## src/pkg/wdt_pkg.sv

```systemverilog
// constants for the watchdog / interval timer block
// assumes a byte-wide register port on the core clock
package wdt_pkg;
    localparam int ADDR_W = 8;
    localparam int DATA_W = 8;
    // register offsets (read and write addresses)
    localparam logic [7:0] ADDR_CTRL_STATUS = 8'h00_A8;
    localparam logic [7:0] ADDR_COUNT = 8'h00_A9;
    localparam logic [7:0] ADDR_RST_CTRL = 8'h00_AB;
    localparam logic [7:0] ADDR_RST_CTRL_WR = 8'h00_AA;
    localparam logic [7:0] ADDR_IRQ_STATUS = 8'h00_B0;
    localparam logic [7:0] ADDR_IRQ_CLEAR = 8'h00_B1;
    localparam logic [7:0] ADDR_IRQ_ENABLE = 8'h00_B2;
    // control/status fields
    localparam int OVF_BIT = 7;
    localparam int MODE_BIT = 6;
    localparam int TME_BIT = 5;
    localparam int CKS_LSB = 0;
    localparam logic [7:0] CTRL_FIXED_ONES = 8'h00_18;
    // reset control fields
    localparam int WATCHDOG_RESET_FLAG_BIT = 7;
    localparam int RESET_OUT_ENABLE_BIT = 6;
    localparam logic [7:0] RST_FIXED_ONES = 8'h00_3F;
    // interrupt status bits
    localparam int IRQ_OVF = 0;
    localparam int IRQ_WDOG = 1;
    localparam int IRQ_W = 2;
    // prescaler width, counter maximum and unmapped read value
    localparam int PRE_W = 12;
    localparam logic [7:0] COUNT_MAX = 8'h00_FF;
    localparam logic [7:0] UNMAPPED_READ = 8'h00_00;
    // internal reset pulse length, in ns, and its cycle count at 125 MHz
    localparam int CLK_PERIOD_PS = 8000;
    localparam int WDOG_PULSE_NS = 64;
    localparam int WDOG_PULSE_CYC = (WDOG_PULSE_NS * 1000) / CLK_PERIOD_PS;
    localparam logic [3:0] WDOG_PULSE_CNT = 4'(WDOG_PULSE_CYC);
endpackage : wdt_pkg

```

## src/hdl/wdt_prescaler.sv

```systemverilog
// free-running divider giving a one-cycle tick at the selected rate
// assumes a single core clock and a synchronous active-high clear
`timescale 1ns/1ps
module wdt_prescaler (
    input wire logic clk,
    input wire logic clr,
    input wire logic [2:0] sel,
    output logic tick
);
    import wdt_pkg::*;

    logic [PRE_W-1:0] div_q;
    logic [PRE_W-1:0] mask_t;

    // terminal mask for each clock select code
    function automatic logic [PRE_W-1:0] div_mask(input logic [2:0] s);
        case (s)
            3'd0: div_mask = 12'h0_001;
            3'd1: div_mask = 12'h0_01F;
            3'd2: div_mask = 12'h0_03F;
            3'd3: div_mask = 12'h0_07F;
            3'd4: div_mask = 12'h0_0FF;
            3'd5: div_mask = 12'h0_1FF;
            3'd6: div_mask = 12'h0_7FF;
            default: div_mask = 12'h0_FFF;
        endcase
    endfunction : div_mask

    assign mask_t = div_mask(sel);

    always_ff @(posedge clk) begin
        if (clr) begin
            div_q <= '0;
        end else begin
            div_q <= div_q + 12'h0_001;
        end
    end

    // divide by 2,32,64,128,256,512,2048,4096
    assign tick = !clr && ((div_q & mask_t) == mask_t);
endmodule : wdt_prescaler

```

## src/hdl/wdt_timer.sv

```systemverilog
// watchdog / interval timer with byte register port and interrupt
// assumes bus strobes synchronous to CORE_CLK, one cycle each
//
// Strobed register access was decided locally.
`timescale 1ns/1ps
module wdt_timer (
    input wire logic CORE_CLK,
    input wire logic SRST,
    input wire logic [wdt_pkg::ADDR_W-1:0] ADDR,
    input wire logic [wdt_pkg::DATA_W-1:0] WDATA,
    input wire logic WR,
    input wire logic RD,
    output logic [wdt_pkg::DATA_W-1:0] RDATA,
    output logic INTERVAL_IRQ,
    output logic INTERNAL_RESET,
    output logic RESET_OUT,
    output logic IRQ
);
    import wdt_pkg::*;

    typedef enum logic [1:0] {
        ST_RUN = 2'b01,
        ST_RESET = 2'b10
    } wd_state_e;

    wd_state_e state_q;
    logic overflow_flag_q;
    logic timer_mode_select_q;
    logic timer_enable_bit_q;
    logic [2:0] clock_select_q;
    logic [7:0] count_register_q;
    logic watchdog_reset_flag_q;
    logic reset_out_enable_q;
    logic ovf_seen_q;
    logic watchdog_reset_flag_seen_q;
    logic [IRQ_W-1:0] irq_status_q;
    logic [IRQ_W-1:0] irq_enable_q;
    logic [3:0] pulse_q;
    logic tick;
    logic wrap;
    logic wd_fire;
    logic wr_ctrl;
    logic wr_count;
    logic wr_rst;
    logic rd_ctrl;
    logic rd_rst;
    logic [7:0] rdata_d;

    assign wr_ctrl = WR && (ADDR == ADDR_CTRL_STATUS);
    assign wr_count = WR && (ADDR == ADDR_COUNT);
    assign wr_rst = WR && (ADDR == ADDR_RST_CTRL_WR);
    assign rd_ctrl = RD && (ADDR == ADDR_CTRL_STATUS);
    assign rd_rst = RD && (ADDR == ADDR_RST_CTRL);

    wdt_prescaler u_pre (
        .clk(CORE_CLK),
        .clr(SRST || !timer_enable_bit_q),
        .sel(clock_select_q),
        .tick(tick)
    );

    // counter increments only while enabled
    assign wrap = timer_enable_bit_q && tick && (count_register_q == COUNT_MAX);
    assign wd_fire = wrap && timer_mode_select_q;

    // control fields
    always_ff @(posedge CORE_CLK) begin
        if (SRST) begin
            timer_mode_select_q <= 1'b0;
            timer_enable_bit_q <= 1'b0;
            clock_select_q <= 3'd0;
        end else if (wr_ctrl) begin
            timer_mode_select_q <= WDATA[MODE_BIT];
            timer_enable_bit_q <= WDATA[TME_BIT];
            clock_select_q <= WDATA[CKS_LSB +: 3];
        end
    end

    // counter: cleared and halted while disabled
    always_ff @(posedge CORE_CLK) begin
        if (SRST) begin
            count_register_q <= 8'h00_00;
        end else if (!timer_enable_bit_q) begin
            count_register_q <= 8'h00_00;
        end else if (wr_count) begin
            count_register_q <= WDATA;
        end else if (tick) begin
            count_register_q <= count_register_q + 8'h00_01;
        end
    end

    // overflow flag: set wins over clear
    always_ff @(posedge CORE_CLK) begin
        if (SRST) begin
            overflow_flag_q <= 1'b0;
            ovf_seen_q <= 1'b0;
        end else begin
            if (wrap) begin
                overflow_flag_q <= 1'b1;
            end else if (wr_ctrl && !WDATA[OVF_BIT] && ovf_seen_q) begin
                overflow_flag_q <= 1'b0;
            end
            if (rd_ctrl && overflow_flag_q) begin
                ovf_seen_q <= 1'b1;
            end else if (wr_ctrl || !overflow_flag_q) begin
                ovf_seen_q <= 1'b0;
            end
        end
    end

    // reset control: flag survives internal reset, cleared by pin reset
    always_ff @(posedge CORE_CLK) begin
        if (SRST) begin
            watchdog_reset_flag_q <= 1'b0;
            reset_out_enable_q <= 1'b0;
            watchdog_reset_flag_seen_q <= 1'b0;
        end else begin
            if (wd_fire) begin
                watchdog_reset_flag_q <= 1'b1;
            end else if (wr_rst && !WDATA[WATCHDOG_RESET_FLAG_BIT] && watchdog_reset_flag_seen_q) begin
                watchdog_reset_flag_q <= 1'b0;
            end
            if (wr_rst) begin
                reset_out_enable_q <= WDATA[RESET_OUT_ENABLE_BIT];
            end
            if (rd_rst && watchdog_reset_flag_q) begin
                watchdog_reset_flag_seen_q <= 1'b1;
            end else if (wr_rst || !watchdog_reset_flag_q) begin
                watchdog_reset_flag_seen_q <= 1'b0;
            end
        end
    end

    // internal reset pulse sequencer
    always_ff @(posedge CORE_CLK) begin
        if (SRST) begin
            state_q <= ST_RUN;
            pulse_q <= 4'd0;
        end else begin
            case (state_q)
                ST_RUN: begin
                    if (wd_fire) begin
                        state_q <= ST_RESET;
                        pulse_q <= WDOG_PULSE_CNT - 4'd1;
                    end
                end
                ST_RESET: begin
                    if (pulse_q == 4'd0) begin
                        state_q <= ST_RUN;
                    end else begin
                        pulse_q <= pulse_q - 4'd1;
                    end
                end
                default: state_q <= ST_RUN;
            endcase
        end
    end

    always_ff @(posedge CORE_CLK) begin
        if (SRST) begin
            INTERNAL_RESET <= 1'b0;
            RESET_OUT <= 1'b0;
        end else begin
            INTERNAL_RESET <= (state_q == ST_RESET);
            RESET_OUT <= (state_q == ST_RESET) && reset_out_enable_q;
        end
    end

    // interval interrupt request while flag set in interval mode with the timer enabled
    always_ff @(posedge CORE_CLK) begin
        if (SRST) begin
            INTERVAL_IRQ <= 1'b0;
        end else begin
            INTERVAL_IRQ <= timer_enable_bit_q && !timer_mode_select_q
                && (overflow_flag_q || wrap);
        end
    end

    // sticky event status, clear register, enable register
    always_ff @(posedge CORE_CLK) begin
        if (SRST) begin
            irq_status_q <= '0;
            irq_enable_q <= '0;
        end else begin
            for (int i = 0; i < IRQ_W; i++) begin
                if ((i == IRQ_OVF && wrap && !timer_mode_select_q) || (i == IRQ_WDOG && wd_fire)) begin
                    irq_status_q[i] <= 1'b1;
                end else if (WR && ADDR == ADDR_IRQ_CLEAR && WDATA[i]) begin
                    irq_status_q[i] <= 1'b0;
                end
            end
            if (WR && ADDR == ADDR_IRQ_ENABLE) begin
                irq_enable_q <= WDATA[IRQ_W-1:0];
            end
        end
    end

    always_ff @(posedge CORE_CLK) begin
        if (SRST) begin
            IRQ <= 1'b0;
        end else begin
            IRQ <= |(irq_status_q & irq_enable_q);
        end
    end

    // read mux
    always_comb begin
        rdata_d = UNMAPPED_READ;
        if (ADDR == ADDR_CTRL_STATUS) begin
            rdata_d = CTRL_FIXED_ONES;
            rdata_d[OVF_BIT] = overflow_flag_q;
            rdata_d[MODE_BIT] = timer_mode_select_q;
            rdata_d[TME_BIT] = timer_enable_bit_q;
            rdata_d[CKS_LSB +: 3] = clock_select_q;
        end else if (ADDR == ADDR_COUNT) begin
            rdata_d = count_register_q;
        end else if (ADDR == ADDR_RST_CTRL) begin
            rdata_d = RST_FIXED_ONES;
            rdata_d[WATCHDOG_RESET_FLAG_BIT] = watchdog_reset_flag_q;
            rdata_d[RESET_OUT_ENABLE_BIT] = reset_out_enable_q;
        end else if (ADDR == ADDR_IRQ_STATUS) begin
            rdata_d = {{(8-IRQ_W){1'b0}}, irq_status_q};
        end else if (ADDR == ADDR_IRQ_ENABLE) begin
            rdata_d = {{(8-IRQ_W){1'b0}}, irq_enable_q};
        end
    end

    always_ff @(posedge CORE_CLK) begin
        if (SRST) begin
            RDATA <= 8'h00_00;
        end else if (RD) begin
            RDATA <= rdata_d;
        end else begin
            RDATA <= 8'h00_00;
        end
    end
endmodule : wdt_timer

```

## config.mk

```make
export PLATFORM = sky130hd
export DESIGN_NAME = wdt_timer
export DESIGN_NICKNAME = d
export VERILOG_FILES = /design/src/pkg/wdt_pkg.sv /design/src/hdl/wdt_prescaler.sv /design/src/hdl/wdt_timer.sv
export SDC_FILE = /design/constraint.sdc
export NUM_CORES = 1
export LEC_CHECK = 0
export BUFFER_PORTS_ARGS = -buffer_cell sky130_fd_sc_hd__buf_2
export CORE_MARGIN = 10
export CORE_UTILIZATION = 35
export CTS_CLUSTER_SIZE = 28
export DETAILED_ROUTE_END_ITERATION = 12
export GPL_ROUTABILITY_DRIVEN = 1
export SLEW_MARGIN = 0
export SYNTH_ARGS = -nofsm -noshare
export SYNTH_HDL_FRONTEND = slang
export SYNTH_SLANG_ARGS = --single-unit
```

## constraint.sdc

```tcl
create_clock -name CORE_CLK -period 2.24 [get_ports CORE_CLK]
set_input_delay 0.336 -clock CORE_CLK [delete_from_list [all_inputs] [get_ports CORE_CLK]]
set_output_delay 0.336 -clock CORE_CLK [all_outputs]
set_load 0.005 [all_outputs]
```

# After elaboration in Yosys (flattened, before gate mapping)
# Index checks and enable logic that the tools add are counted.
# classes
addsub,3
eq_ne,20
n_mux,26
n_bitwise,4
reduce_logical,48
# op_table
cell,count
$pmux W12 S7,1
$eq A8 B8 Y1 const B,8
$mux W8,5
$logic_and A1 B1 Y1,23
$reduce_bool A2 Y1,8
$add A12 B1 Y12 const B,1
$and A12 B12 Y12,1
$eq A12 B12 Y1,1
$mux W1,12
$eq A3 B3 Y1 const B,3
$add A8 B1 Y8 const B,1
$mux W2,4
$mux W4,2
$pmux W4 S2,1
$eq A3 B2 Y1 const B,2
$logic_not A1 Y1,6
$ne A2 B2 Y1 const B,3
$reduce_or A2 Y1,3
$logic_not A4 Y1,1
$logic_or A1 B1 Y1,4
$pmux W2 S2,1
$sub A4 B1 Y4 const B,1
$eq A3 B1 Y1 const B,1
$logic_not A3 Y1,1
other kinds (6),7
# totals
reg_bits,52
word_cells,121
output_inout_bits,12
input_bits,20

# Longest topological paths before layout
# Gate-level depths: netlist of run 1.
# logic_depth
word_depth,10
ltp_mapped,7
ltp_nobuf,6

# Hierarchy
# A second synthesis of run 1 with hierarchy kept.
# hier_totals
hier_cells,267
hier_area_um2,2436.1
# modules_own_cells
module,seq_area_each_um2,area_per_inst_um2,cells_per_inst,n_inst
wdt_timer,800.8,1888.1,205,1
wdt_prescaler,240.2,548.0,62,1

# Worst setup path after synthesis of run 1
# OpenSTA, ideal clock, no wires.
# synth_timing
kind,input to register
from,in SRST
to,reg state_q[0]
cell_stages,7
slack_ns,0.671
path_buffers,1
t_arrival_ns,1.449
cell_sequence,buf_2 > nor2b_4 > o211a_1 > o21ai_2 > nor3_4 > nor2_1 > or2_1
# synth_between
elab_chain_len,8
# synth_lines
item,line_no,text
from (decl),wdt_timer.sv:8,"input wire logic SRST,"
$logic_or A1 B1 Y1,wdt_timer.sv:57,".clr(SRST || !timer_enable_bit_q),"
$logic_not A1 Y1,wdt_prescaler.sv:40,assign tick = !clr && ((div_q & mask_t) == mask_t);
$logic_and A1 B1 Y1,wdt_prescaler.sv:40,
$logic_and A1 B1 Y1 (2 in series),wdt_timer.sv:63,assign wrap = timer_enable_bit_q && tick && (count_register_q == COUNT_MAX);
$logic_and A1 B1 Y1,wdt_timer.sv:64,assign wd_fire = wrap && timer_mode_select_q;
$ne A2 B2 Y1 (no source line),n/a,
$reduce_and A2 Y1 (no source line),n/a,
to (signal assigned),wdt_timer.sv:137,state_q <= ST_RUN;
to (signal assigned),wdt_timer.sv:143,state_q <= ST_RESET;
to (signal assigned),wdt_timer.sv:149,state_q <= ST_RUN;
to (decl),wdt_timer.sv:26,wd_state_e state_q;
# Parallel ways exist; a longest one is shown, timed or not.
# A chain may end at the register's enable or synchronous reset.

# Worst setup path in the final report of run 1
# layout_timing
from,reg clock_select_q[1]
to,reg count_register_q[3]
# layout_between
elab_chain_len,6
word_cells_on_any_way,12
classes_between,eq/ne: 7; mux: 1; bitwise: 1; reduce/logical: 3
# layout_lines
item,line_no,text
from (decl),wdt_timer.sv:30,logic [2:0] clock_select_q;
from (signal assigned),wdt_timer.sv:75,clock_select_q <= WDATA[CKS_LSB +: 3];
"$eq A3 B3 Y1, or another cell as far along",wdt_prescaler.sv:17,case (s)
$pmux W12 S7 *,wdt_prescaler.sv:17,
$and A12 B12 Y12,wdt_prescaler.sv:40,
$eq A12 B12 Y1 *,wdt_prescaler.sv:40,
$logic_and A1 B1 Y1 *,wdt_prescaler.sv:40,
$reduce_bool A2 Y1 (no source line) *,n/a,
to (signal assigned),wdt_timer.sv:88,count_register_q <= count_register_q + 8'h00_01;
to (decl),wdt_timer.sv:31,logic [7:0] count_register_q;
# Every way passes the cells marked *; elsewhere a longest branch is shown, timed or not.

==> results.json, run 1 <==
{
  "status": "finished clean",
  "gp_congestion": 0.791,
  "grt_use_total_pct": 10.9,
  "critPathCaptureType": "register",
  "syn_area_sq_um": 2400,
  "cts_sinks": 52,
  "cts_buffers": 5,
  "drt_wl_total_um": 5410,
  "critical-path-max-stage-delay_ns": 0.52,
  "layout_common_cells": "dfxtp_1, nor2_1, buf_2",
  "leakagePower_uw": 0.00106,
  "grt_pass1_vias": 1934,
  "clkTransAtPathRegs_ns": 0.09,
  "p_clk_share_pct": 35.6,
  "regToRegSetupSlack_ns": 0.53,
  "fillCellCount": 684,
  "cts_resized": 0,
  "grt_overflow": 0,
  "pre_cts_ws_ns": 0.477,
  "layout_commonest_cell": "dfxtp_1",
  "async_reset_ff_share_pct": 0,
  "pwr-share-comb_pct": 4.0,
  "final_nets": 327,
  "fmax_mhz": 584,
  "cap_viol_max_count": 0,
  "finClkSkew_ns": 0.00429,
  "worst_pin_slew_ns": 0.609,
  "pwr-share-seq_pct": 60.4,
  "antenna_found_initial": 0,
  "drt_pre_antenna_iters": 4,
  "p_switching_uw": 336,
  "syn_area_per_cell_sq_um": 8.90,
  "start_util_pct": 35.8,
  "die_area_sq_um": 10600,
  "die_y_um": 103,
  "switching_share_pct": 21.9,
  "drive_gt1_share_pct": 20.7,
  "p_int_uw": 1200,
  "antenna_left": 0,
  "dieWidth_um": 103,
  "cts_tree": "yes",
  "via_count": 1959,
  "drt_iter0_markers": 124,
  "clk_latency_ns": 0.30,
  "synth.distinct_cells": 50,
  "finalSetupViolCount": 0,
  "cts_hold_buffers": 0,
  "ir_worst_vdd_mv": 0.222,
  "post_cts_buffers": 0,
  "yosys_register_bits": 52,
  "rsz0062_at_grt": "no",
  "cts_buffer_depth": 2,
  "power.density_nw_per_um2": 557,
  "placementRows": 30,
  "synth_edf_count": 0,
  "route.detailed.drc": 0,
  "hpwl_um": 4060,
  "drv_slew": 0,
  "path_class": "reg2reg",
  "period_needed_ns": 1.71,
  "wire_per_inst_um": 14.1,
  "ys_seq_area_share_pct": 43.3,
  "cts-root-buf": "clkbuf_8",
  "setup_ws_ns": 0.527,
  "tns_ns": 0,
  "arrival_ns": 1.95,
  "cp_max_fo": 7,
  "viasPerCell": 5.09,
  "hold_viol": 0,
  "io_pins": 32,
  "synth_ff_type": "dfxtp_1",
  "core_sq_um": 6720,
  "min_path_type": "in2reg",
  "ys_warn_count": 0,
  "grt_max_degree": 28,
  "worstPathCellList": "nand2_1, o221ai_1, o21ai_0, nand3_1, xor2_1, a21oi_1",
  "synth_cells": 270,
  "startpoint_type": "register",
  "finalCritPeriodShare_pct": 76.5,
  "n_antenna_cell": 0,
  "synth_fp_nets": 293,
  "cp.required_ns": 2.47,
  "htree_levels": 2,
  "portBuffers": 31,
  "syn2layout_area_growth_pct": 14.4,
  "max_slew_margin_pct": 59.0,
  "grt_pass1_wl_um": 9290,
  "cpMaxStageDelayCell": "o21ai_0"
}
power groups by stage:
stage               registers (uW)  clock network (uW)  logic [uW]
CTS                            924                 575        61.6
global route                   925                 611        67.6
floorplan                      946                   0        30.3
finish                         924                 545        61.9
detailed placement             946                   0        61.1
global placement               946                   0        61.6
sequential cells by signal, indices dropped and copies added, names as in the netlist:
name,cells
u_pre.div_q,12
RDATA,8
count_register_q,8
pulse_q,4
clock_select_q,3
irq_enable_q,2
irq_status_q,2
state_q,2
INTERNAL_RESET,1
INTERVAL_IRQ,1
IRQ,1
RESET_OUT,1
overflow_flag_q,1
ovf_seen_q,1
reset_out_enable_q,1
timer_enable_bit_q,1
timer_mode_select_q,1
watchdog_reset_flag_q,1
watchdog_reset_flag_seen_q,1
layout make-up:
| cell class | count | area, sq um | area share (%) |
|---|---|---|---|
| inverter | 10 | 37.5 | 1.37 |
| clock buffer | 6 | 82.6 | 3.01 |
| sequential | 52 | 1040 | 37.9 |
| tap | 80 | 100 | 3.64 |
| clock inverter | 2 | 10.0 | 0.364 |
| timing repair buffer | 35 | 185 | 6.74 |
| multi-input combinational | 200 | 1290 | 47.0 |
cells in the mapped netlist (4+ instances only):
cell type | n | area [sq um]
xor2_1 | 13 | 114
nor3_1 | 4 | 20.0
and2_1 | 4 | 25.0
and3_1 | 8 | 50.1
inv_1 | 10 | 37.5
nand2b_1 | 7 | 43.8
nand2_1 | 15 | 56.3
a21oi_1 | 15 | 75.1
nor2_1 | 42 | 158
nand4_1 | 5 | 31.3
o21ai_0 | 15 | 75.1
dfxtp_1 | 52 | 1040
clkbuf_1 | 5 | 18.8
xnor2_1 | 5 | 43.8
mux2i_1 | 9 | 90.1
nand3_1 | 10 | 50.1
stage by stage:
stage | util [%] | cells | power (uW) | hold slack [ns] | cell area [sq um]
6_report | 40.9 | 385 | 1530 | 0.317 | 2750
3_3_place_gp | 39.5 | 377 | 1010 | 0.483 | 2660
3_5_place_dp | 39.5 | 377 | 1010 | 0.490 | 2660
5_1_grt | 40.9 | 385 | 1600 | 0.316 | 2750
4_1_cts | 40.9 | 385 | 1560 | 0.308 | 2750
2_1_floorplan | - | 270 | 976 | 0.446 | 2400
kinds of logic (layout without fill, tap and decap cells):
group | after synthesis | in the layout | synth area share [%]
muxes | 11 | 11 | 4.69
AOI/OAI and AO/OA | 55 | 55 | 14.8
xor gates and xnor gates | 18 | 18 | 6.56
DFF | 52 | 52 | 43.3
buffers and inverters | 18 | 53 | 2.92
adders and majority gates | 3 | 3 | 1.56
and+or+nand+nor | 113 | 113 | 26.1
final timing paths:
| kind | startpoint | endpoint | depth (start not counted) |
|---|---|---|---|
| max | clock_select_q[1]$_SDFFE_PP0P_ | count_register_q[3]$_SDFFE_PP0P_ | 6 |
| min | WDATA[4] | count_register_q[4]$_SDFFE_PP0P_ | 3 |
| max reg2reg | clock_select_q[1]$_SDFFE_PP0P_ | count_register_q[3]$_SDFFE_PP0P_ | 6 |
| min reg2reg | watchdog_reset_flag_q$_SDFFE_PP0P_ | watchdog_reset_flag_seen_q$_SDFFE_PP0P_ | 1 |
critical path, delay by kind of cell, from the launching register on:
kind | cells | cell delay (ns)
compound gates | 3 | 0.79
flops | 1 | 0.41
simple gates | 2 | 0.28
xor+xnor | 1 | 0.18
metal layers:
metal  part of all wire, %  global-route usage [%]  up-vias
met1                    47                    13.6      897
met4                   2.4                    4.17        0
met2                    44                    17.6       45
met5                     0                       0        -
met3                   6.2                    2.61       12
li1                      -                       -     1005
(Power assumes the default switching activity.)
==> inputs of run 2 (changes only) <==
==> constraint.sdc (replaced) <==
create_clock -name CORE_CLK -period 1.45 [get_ports CORE_CLK]
set_input_delay 0.2175 -clock CORE_CLK [delete_from_list [all_inputs] [get_ports CORE_CLK]]
set_output_delay 0.2175 -clock CORE_CLK [all_outputs]
set_load 0.005 [all_outputs]
==> run 2 against run 1 <==
- the flow now finishes with violations (setup timing)
- critical path type unchanged
- hold slack got worse by 0.12 ns
- highest routed layer unchanged
- final cell count rose by 13%
- clock power rose by 57%
- flip-flop and latch count did not move
- cell area rose by 19%
- sequential power rose by 54%
- first-iteration DRC count fell by 55%
==> results.json, run 2 (same netlist as run 1, synthesis figures left out) <==
{
  "status": "finished, violations left",
  "violations": "setup timing",
  "layout_commonest_cell": "buf_4",
  "route.detailed.drc": 0,
  "drt_pre_antenna_iters": 4,
  "rsz0062_at_grt": "yes",
  "grt_pass1_wl_um": 9720,
  "min_path_type": "in2reg",
  "finish.utilization_pct": 48.7,
  "placementRows": 30,
  "met2_usage_pct": 19.1,
  "pre_cts_ws_ns": -0.175,
  "setup_ws_ns": -0.0925,
  "switching_share_pct": 22.3,
  "fin_hold_ws_ns": 0.196,
  "r2r_cells": 6,
  "cts_tree": "yes",
  "regToRegSetupSlack_ns": -0.09,
  "p_int_uw": 1850,
  "p_clk_share_pct": 35.9,
  "top_register": "u_pre.div_q",
  "start_util_pct": 35.8,
  "finalPower_uw": 2380,
  "period_needed_ns": 1.54,
  "place_inst": 422,
  "dieWidth_um": 103,
  "drive_gt1_share_pct": 38.7,
  "grt_overflow": 0,
  "finalSetupViolCount": 13,
  "htree_levels": 2,
  "cts_buffer_depth": 2,
  "core_sq_um": 6720,
  "n_antenna_cell": 0,
  "wire_per_inst_um": 13.8,
  "io_pins": 32,
  "grt_max_degree": 28,
  "clkTransAtPathRegs_ns": 0.10,
  "largest_register_ffs": 12,
  "grt-busiest-layer": "met2",
  "cap_viol_max_count": 0,
  "leakagePower_uw": 0.00133,
  "cts-root-buf": "clkbuf_8",
  "grt_pass1_vias": 2120,
  "hold_viol": 0,
  "syn2layout_area_growth_pct": 36.1,
  "die_area_sq_um": 10600,
  "largest_registers": "u_pre.div_q (12), RDATA (8), count_register_q (8)",
  "final_nets": 376,
  "use_met1_pct": 13.4,
  "finalCritPeriodShare_pct": 106,
  "max_slew_margin_pct": 77.2,
  "pwr-share-seq_pct": 59.8,
  "path_class": "reg2reg",
  "ir_worst_vdd_mv": 0.476,
  "r2r-end": "state_q[0]$_SDFFE_PP1P_",
  "final_cells": 434,
  "portBuffers": 31,
  "via_count": 2165,
  "antenna_found_initial": 0,
  "critPathCaptureType": "register",
  "cp.required_ns": 1.64,
  "fmax_mhz": 648,
  "antenna_left": 0,
  "timing.rr.start": "clock_select_q[1]$_SDFFE_PP0P_",
  "p_switching_uw": 531,
  "min_from": "WDATA[0]",
  "power.density_nw_per_um2": 728,
  "viasPerCell": 4.99,
  "met3_usage_pct": 2.82,
  "clk_latency_ns": 0.31,
  "drt_wl_total_um": 6000,
  "pwr-share-comb_pct": 4.2,
  "die_y_um": 103,
  "hold_path_depth": 3,
  "arrival_ns": 1.73,
  "cts_sinks": 52,
  "cts_buffers": 5,
  "finClkSkew_ns": 0.0143,
  "worst_pin_slew_ns": 0.342,
  "hpwl_um": 4570,
  "grt_use_total_pct": 11.2,
  "drv_slew": 0,
  "layout_common_cells": "buf_4, dfxtp_1, nor2_1",
  "cts_hold_buffers": 0,
  "gp_congestion": 0.825,
  "cp_max_fo": 6,
  "drt_iter0_markers": 56,
  "startpoint_type": "register",
  "min_to": "irq_enable_q[0]$_SDFFE_PP0P_"
}
## run 2: cell types whose count changed in the layout (fill, tap and decap cells not counted), sizes merged
cell,before,now
buf,35,84
## run 2: power groups by stage
stage          logic, uW  registers, uW  clock network, uW
3_3_place_gp        99.9           1460                  0
5_1_grt              110           1420                941
4_1_cts              100           1430                877
6_report             101           1420                855
2_1_floorplan       46.9           1460                  0
3_5_place_dp         100           1460                  0
## run 2: area by class of cell
class | instances | area, sq um
Clock inverter | 2 | 10.0
Inverter | 10 | 37.5
Sequential cell | 52 | 1060
Timing Repair Buffer | 84 | 572
Fill cell | 646 | 3450
Tap cell | 80 | 100
Multi-Input combinational cell | 200 | 1410
Clock buffer | 6 | 82.6
## run 2: worst max-delay path, cell delays in order (launching register included)
cell,delay (ns)
dfxtp_4,0.38
nand2_1,0.09
o221ai_2,0.11
o21a_2,0.27
nor3_4,0.29
nor2_2,0.09
or2_1,0.20
## run 2: repair_timing
action                                  in CTS  in global routing
endpoints found under the hold margin        0                  0
resized for setup                           16                 18
endpoints found under the setup margin      16                 22
pin swaps                                   17                 18
setup buffers                                2                  2
## run 2: stage by stage
step | cell area (sq um) | setup TNS [ns]
after CTS | 3180 | -0.925
after detailed placement | 3020 | -3.23
final | 3270 | -0.723
after global placement | 3020 | -2.92
after floorplan | 2420 | -0.00567
after global routing | 3270 | -2.18
## run 2: metal layers
metal	routed length, um	vias to the layer above
li1	-	1104
met1	2650	1015
met2	2910	36
met3	336	10
met4	110	0
met5	0	-
## run 2: worst max-delay path by stage
stage	from	end	slack, ns	cells after the start
3_3_place_gp	ADDR[6]	watchdog_reset_flag_seen_q$_SDFFE_PP0P_	-0.16	7
6_report	clock_select_q[1]$_SDFFE_PP0P_	state_q[0]$_SDFFE_PP1P_	-0.09	6
5_1_grt	clock_select_q[0]$_SDFFE_PP0P_	count_register_q[1]$_SDFFE_PP0P_	-0.18	6
3_5_place_dp	ADDR[6]	watchdog_reset_flag_seen_q$_SDFFE_PP0P_	-0.17	7
2_1_floorplan	count_register_q[1]$_SDFFE_PP0P_	state_q[0]$_SDFFE_PP1P_	-0.006	6
4_1_cts	u_pre.div_q[2]$_SDFF_PP0_	state_q[0]$_SDFFE_PP1P_	-0.1	6
==> inputs of run 3 (changes only) <==
--- a/config.mk
+++ b/config.mk
@@ -11,6 +11,7 @@
 export CTS_CLUSTER_SIZE = 28
 export DETAILED_ROUTE_END_ITERATION = 12
 export GPL_ROUTABILITY_DRIVEN = 1
+export PLACE_DENSITY = 0.62
 export SLEW_MARGIN = 0
 export SYNTH_ARGS = -nofsm -noshare
 export SYNTH_HDL_FRONTEND = slang
==> run 3 against run 2 <==
- the flow still finishes with violations (setup timing)
- global-route usage grew 0.26 points
- cell area shrank 0.96%
- first-iteration DRC count grew 32%
- flip-flop and latch count is the same
- largest power group unchanged
- sequential power is essentially flat
- wire length shrank 0.73%
- critical path depth grew 1
- clock power grew 1%
- non-clock buffer count shrank 7
==> results.json, run 3 (same netlist as run 1, synthesis figures left out) <==
{
  "regToRegSetupSlack_ns": -0.11,
  "drt_wl_total_um": 5960,
  "ir_worst_vdd_mv": 0.298,
  "clkTransAtPathRegs_ns": 0.10,
  "layout_common_cells": "buf_4, dfxtp_1, nor2_1",
  "finish.utilization_pct": 48.2,
  "power.density_nw_per_um2": 738,
  "grt_pass1_wl_um": 9770,
  "fin_hold_ws_ns": 0.195,
  "cts_tree": "yes",
  "final_nets": 369,
  "cts-root-buf": "clkbuf_8",
  "critPathCaptureType": "register",
  "portBuffers": 31,
  "drv_slew": 0,
  "fmax_mhz": 642,
  "grt_pass1_vias": 2026,
  "finClkSkew_ns": 0.0138,
  "min_from": "WDATA[5]",
  "hold_viol": 0,
  "via_count": 2085,
  "pwr-share-seq_pct": 59.6,
  "p_switching_uw": 533,
  "drt_pre_antenna_iters": 4,
  "cap_viol_max_count": 0,
  "placementRows": 30,
  "dieWidth_um": 103,
  "finalSetupViolCount": 16,
  "leakagePower_uw": 0.00130,
  "io_pins": 32,
  "start_util_pct": 35.8,
  "violations": "setup timing",
  "switching_share_pct": 22.3,
  "rsz0062_at_grt": "yes",
  "period_needed_ns": 1.56,
  "max_slew_margin_pct": 76.4,
  "drt_iter0_markers": 74,
  "tns_ns": -0.912,
  "final_cells": 427,
  "worst_pin_slew_ns": 0.354,
  "setup_ws_ns": -0.107,
  "fillCellCount": 645,
  "gp_congestion": 0.791,
  "pwr-share-comb_pct": 4.2,
  "cts_sinks": 52,
  "layout_commonest_cell": "buf_4",
  "finalCritPeriodShare_pct": 107,
  "die_y_um": 103,
  "largest_register_ffs": 12,
  "grt_use_total_pct": 11.5,
  "crit_start": "u_pre.div_q[4]$_SDFF_PP0_",
  "syn2layout_area_growth_pct": 34.8,
  "path_class": "reg2reg",
  "viasPerCell": 4.88,
  "p_clk_share_pct": 36.2,
  "antenna_found_initial": 0,
  "grt_max_degree": 28,
  "die_area_sq_um": 10600,
  "timing.rr.start": "u_pre.div_q[4]$_SDFF_PP0_",
  "startpoint_type": "register",
  "core_sq_um": 6720,
  "p_int_uw": 1860,
  "hpwl_um": 4520,
  "wire_per_inst_um": 14.0,
  "place_inst": 418,
  "multi_input_area_sq_um": 1450,
  "cts_hold_buffers": 0,
  "clk_latency_ns": 0.31,
  "antenna_left": 0,
  "grt_overflow": 0,
  "cts_buffers": 5,
  "n_antenna_cell": 0,
  "drive_gt1_share_pct": 38.9,
  "regArea_sq_um": 1050,
  "cp_max_fo": 5,
  "cts_buffer_depth": 2,
  "arrival_ns": 1.80,
  "largest_registers": "u_pre.div_q (12), RDATA (8), count_register_q (8)",
  "cp.required_ns": 1.69,
  "status": "finished, violations left",
  "min_path_type": "in2reg",
  "htree_levels": 2,
  "route.detailed.drc": 0,
  "top_register": "u_pre.div_q"
}
[run 3: per-stage QoR]
stage | instance area [sq um] | power, uW | setup WS [ns]
global placement | 2990 | 1560 | -0.183
floorplan | 2420 | 1510 | -0.00567
detailed placement | 2990 | 1560 | -0.217
finish | 3240 | 2390 | -0.107
global route | 3240 | 2500 | -0.200
CTS | 3160 | 2410 | -0.172
[run 3: timing repair]
action,4_1_cts,5_1_grt
pin swaps,23,16
setup buffers,1,0
resized for setup,17,17
endpoints found under the setup margin,19,22
[run 3: worst paths after layout]
check / endpoint / depth (start not counted)
max: count_register_q[4]$_SDFFE_PP0P_ / 7
min reg2reg: watchdog_reset_flag_seen_q$_SDFFE_PP0P_ / 1
max reg2reg: count_register_q[4]$_SDFFE_PP0P_ / 7
min: timer_enable_bit_q$_SDFFE_PP0P_ / 3
[run 3: area by class of cell]
cell class	instances	share of cell area (%)
clock buffer	7	2.67
clock inverter	1	0.232
inverter	10	1.16
multi-input combinational	200	44.8
sequential	52	32.6
tap	80	3.09
timing repair buffer	77	15.5
[run 3: power by group through the flow]
stage | logic [uW] | registers (uW) | clock network (uW)
6_report | 100 | 1430 | 864
5_1_grt | 111 | 1430 | 962
4_1_cts | 99.3 | 1430 | 885
3_5_place_dp | 99.0 | 1460 | 0
3_3_place_gp | 97.9 | 1460 | 0
2_1_floorplan | 46.9 | 1460 | 0
[run 3: per-layer routing]
| metal | GRT usage (%) | routed length, um |
|---|---|---|
| met1 | 14.2 | 2680 |
| met2 | 19.7 | 2980 |
| met3 | 3.15 | 265 |
| met4 | 1.93 | 29 |
| met5 | 0 | 0 |
[run 3: worst max-delay path: stages (launching register included)]
cell and delay, ns:
dfxtp_2 0.37, nand4_4 0.15, a211oi_4 0.26, buf_4 0.16, o21a_4 0.17, nand3_2 0.09
xor2_1 0.18, a21oi_1 0.12
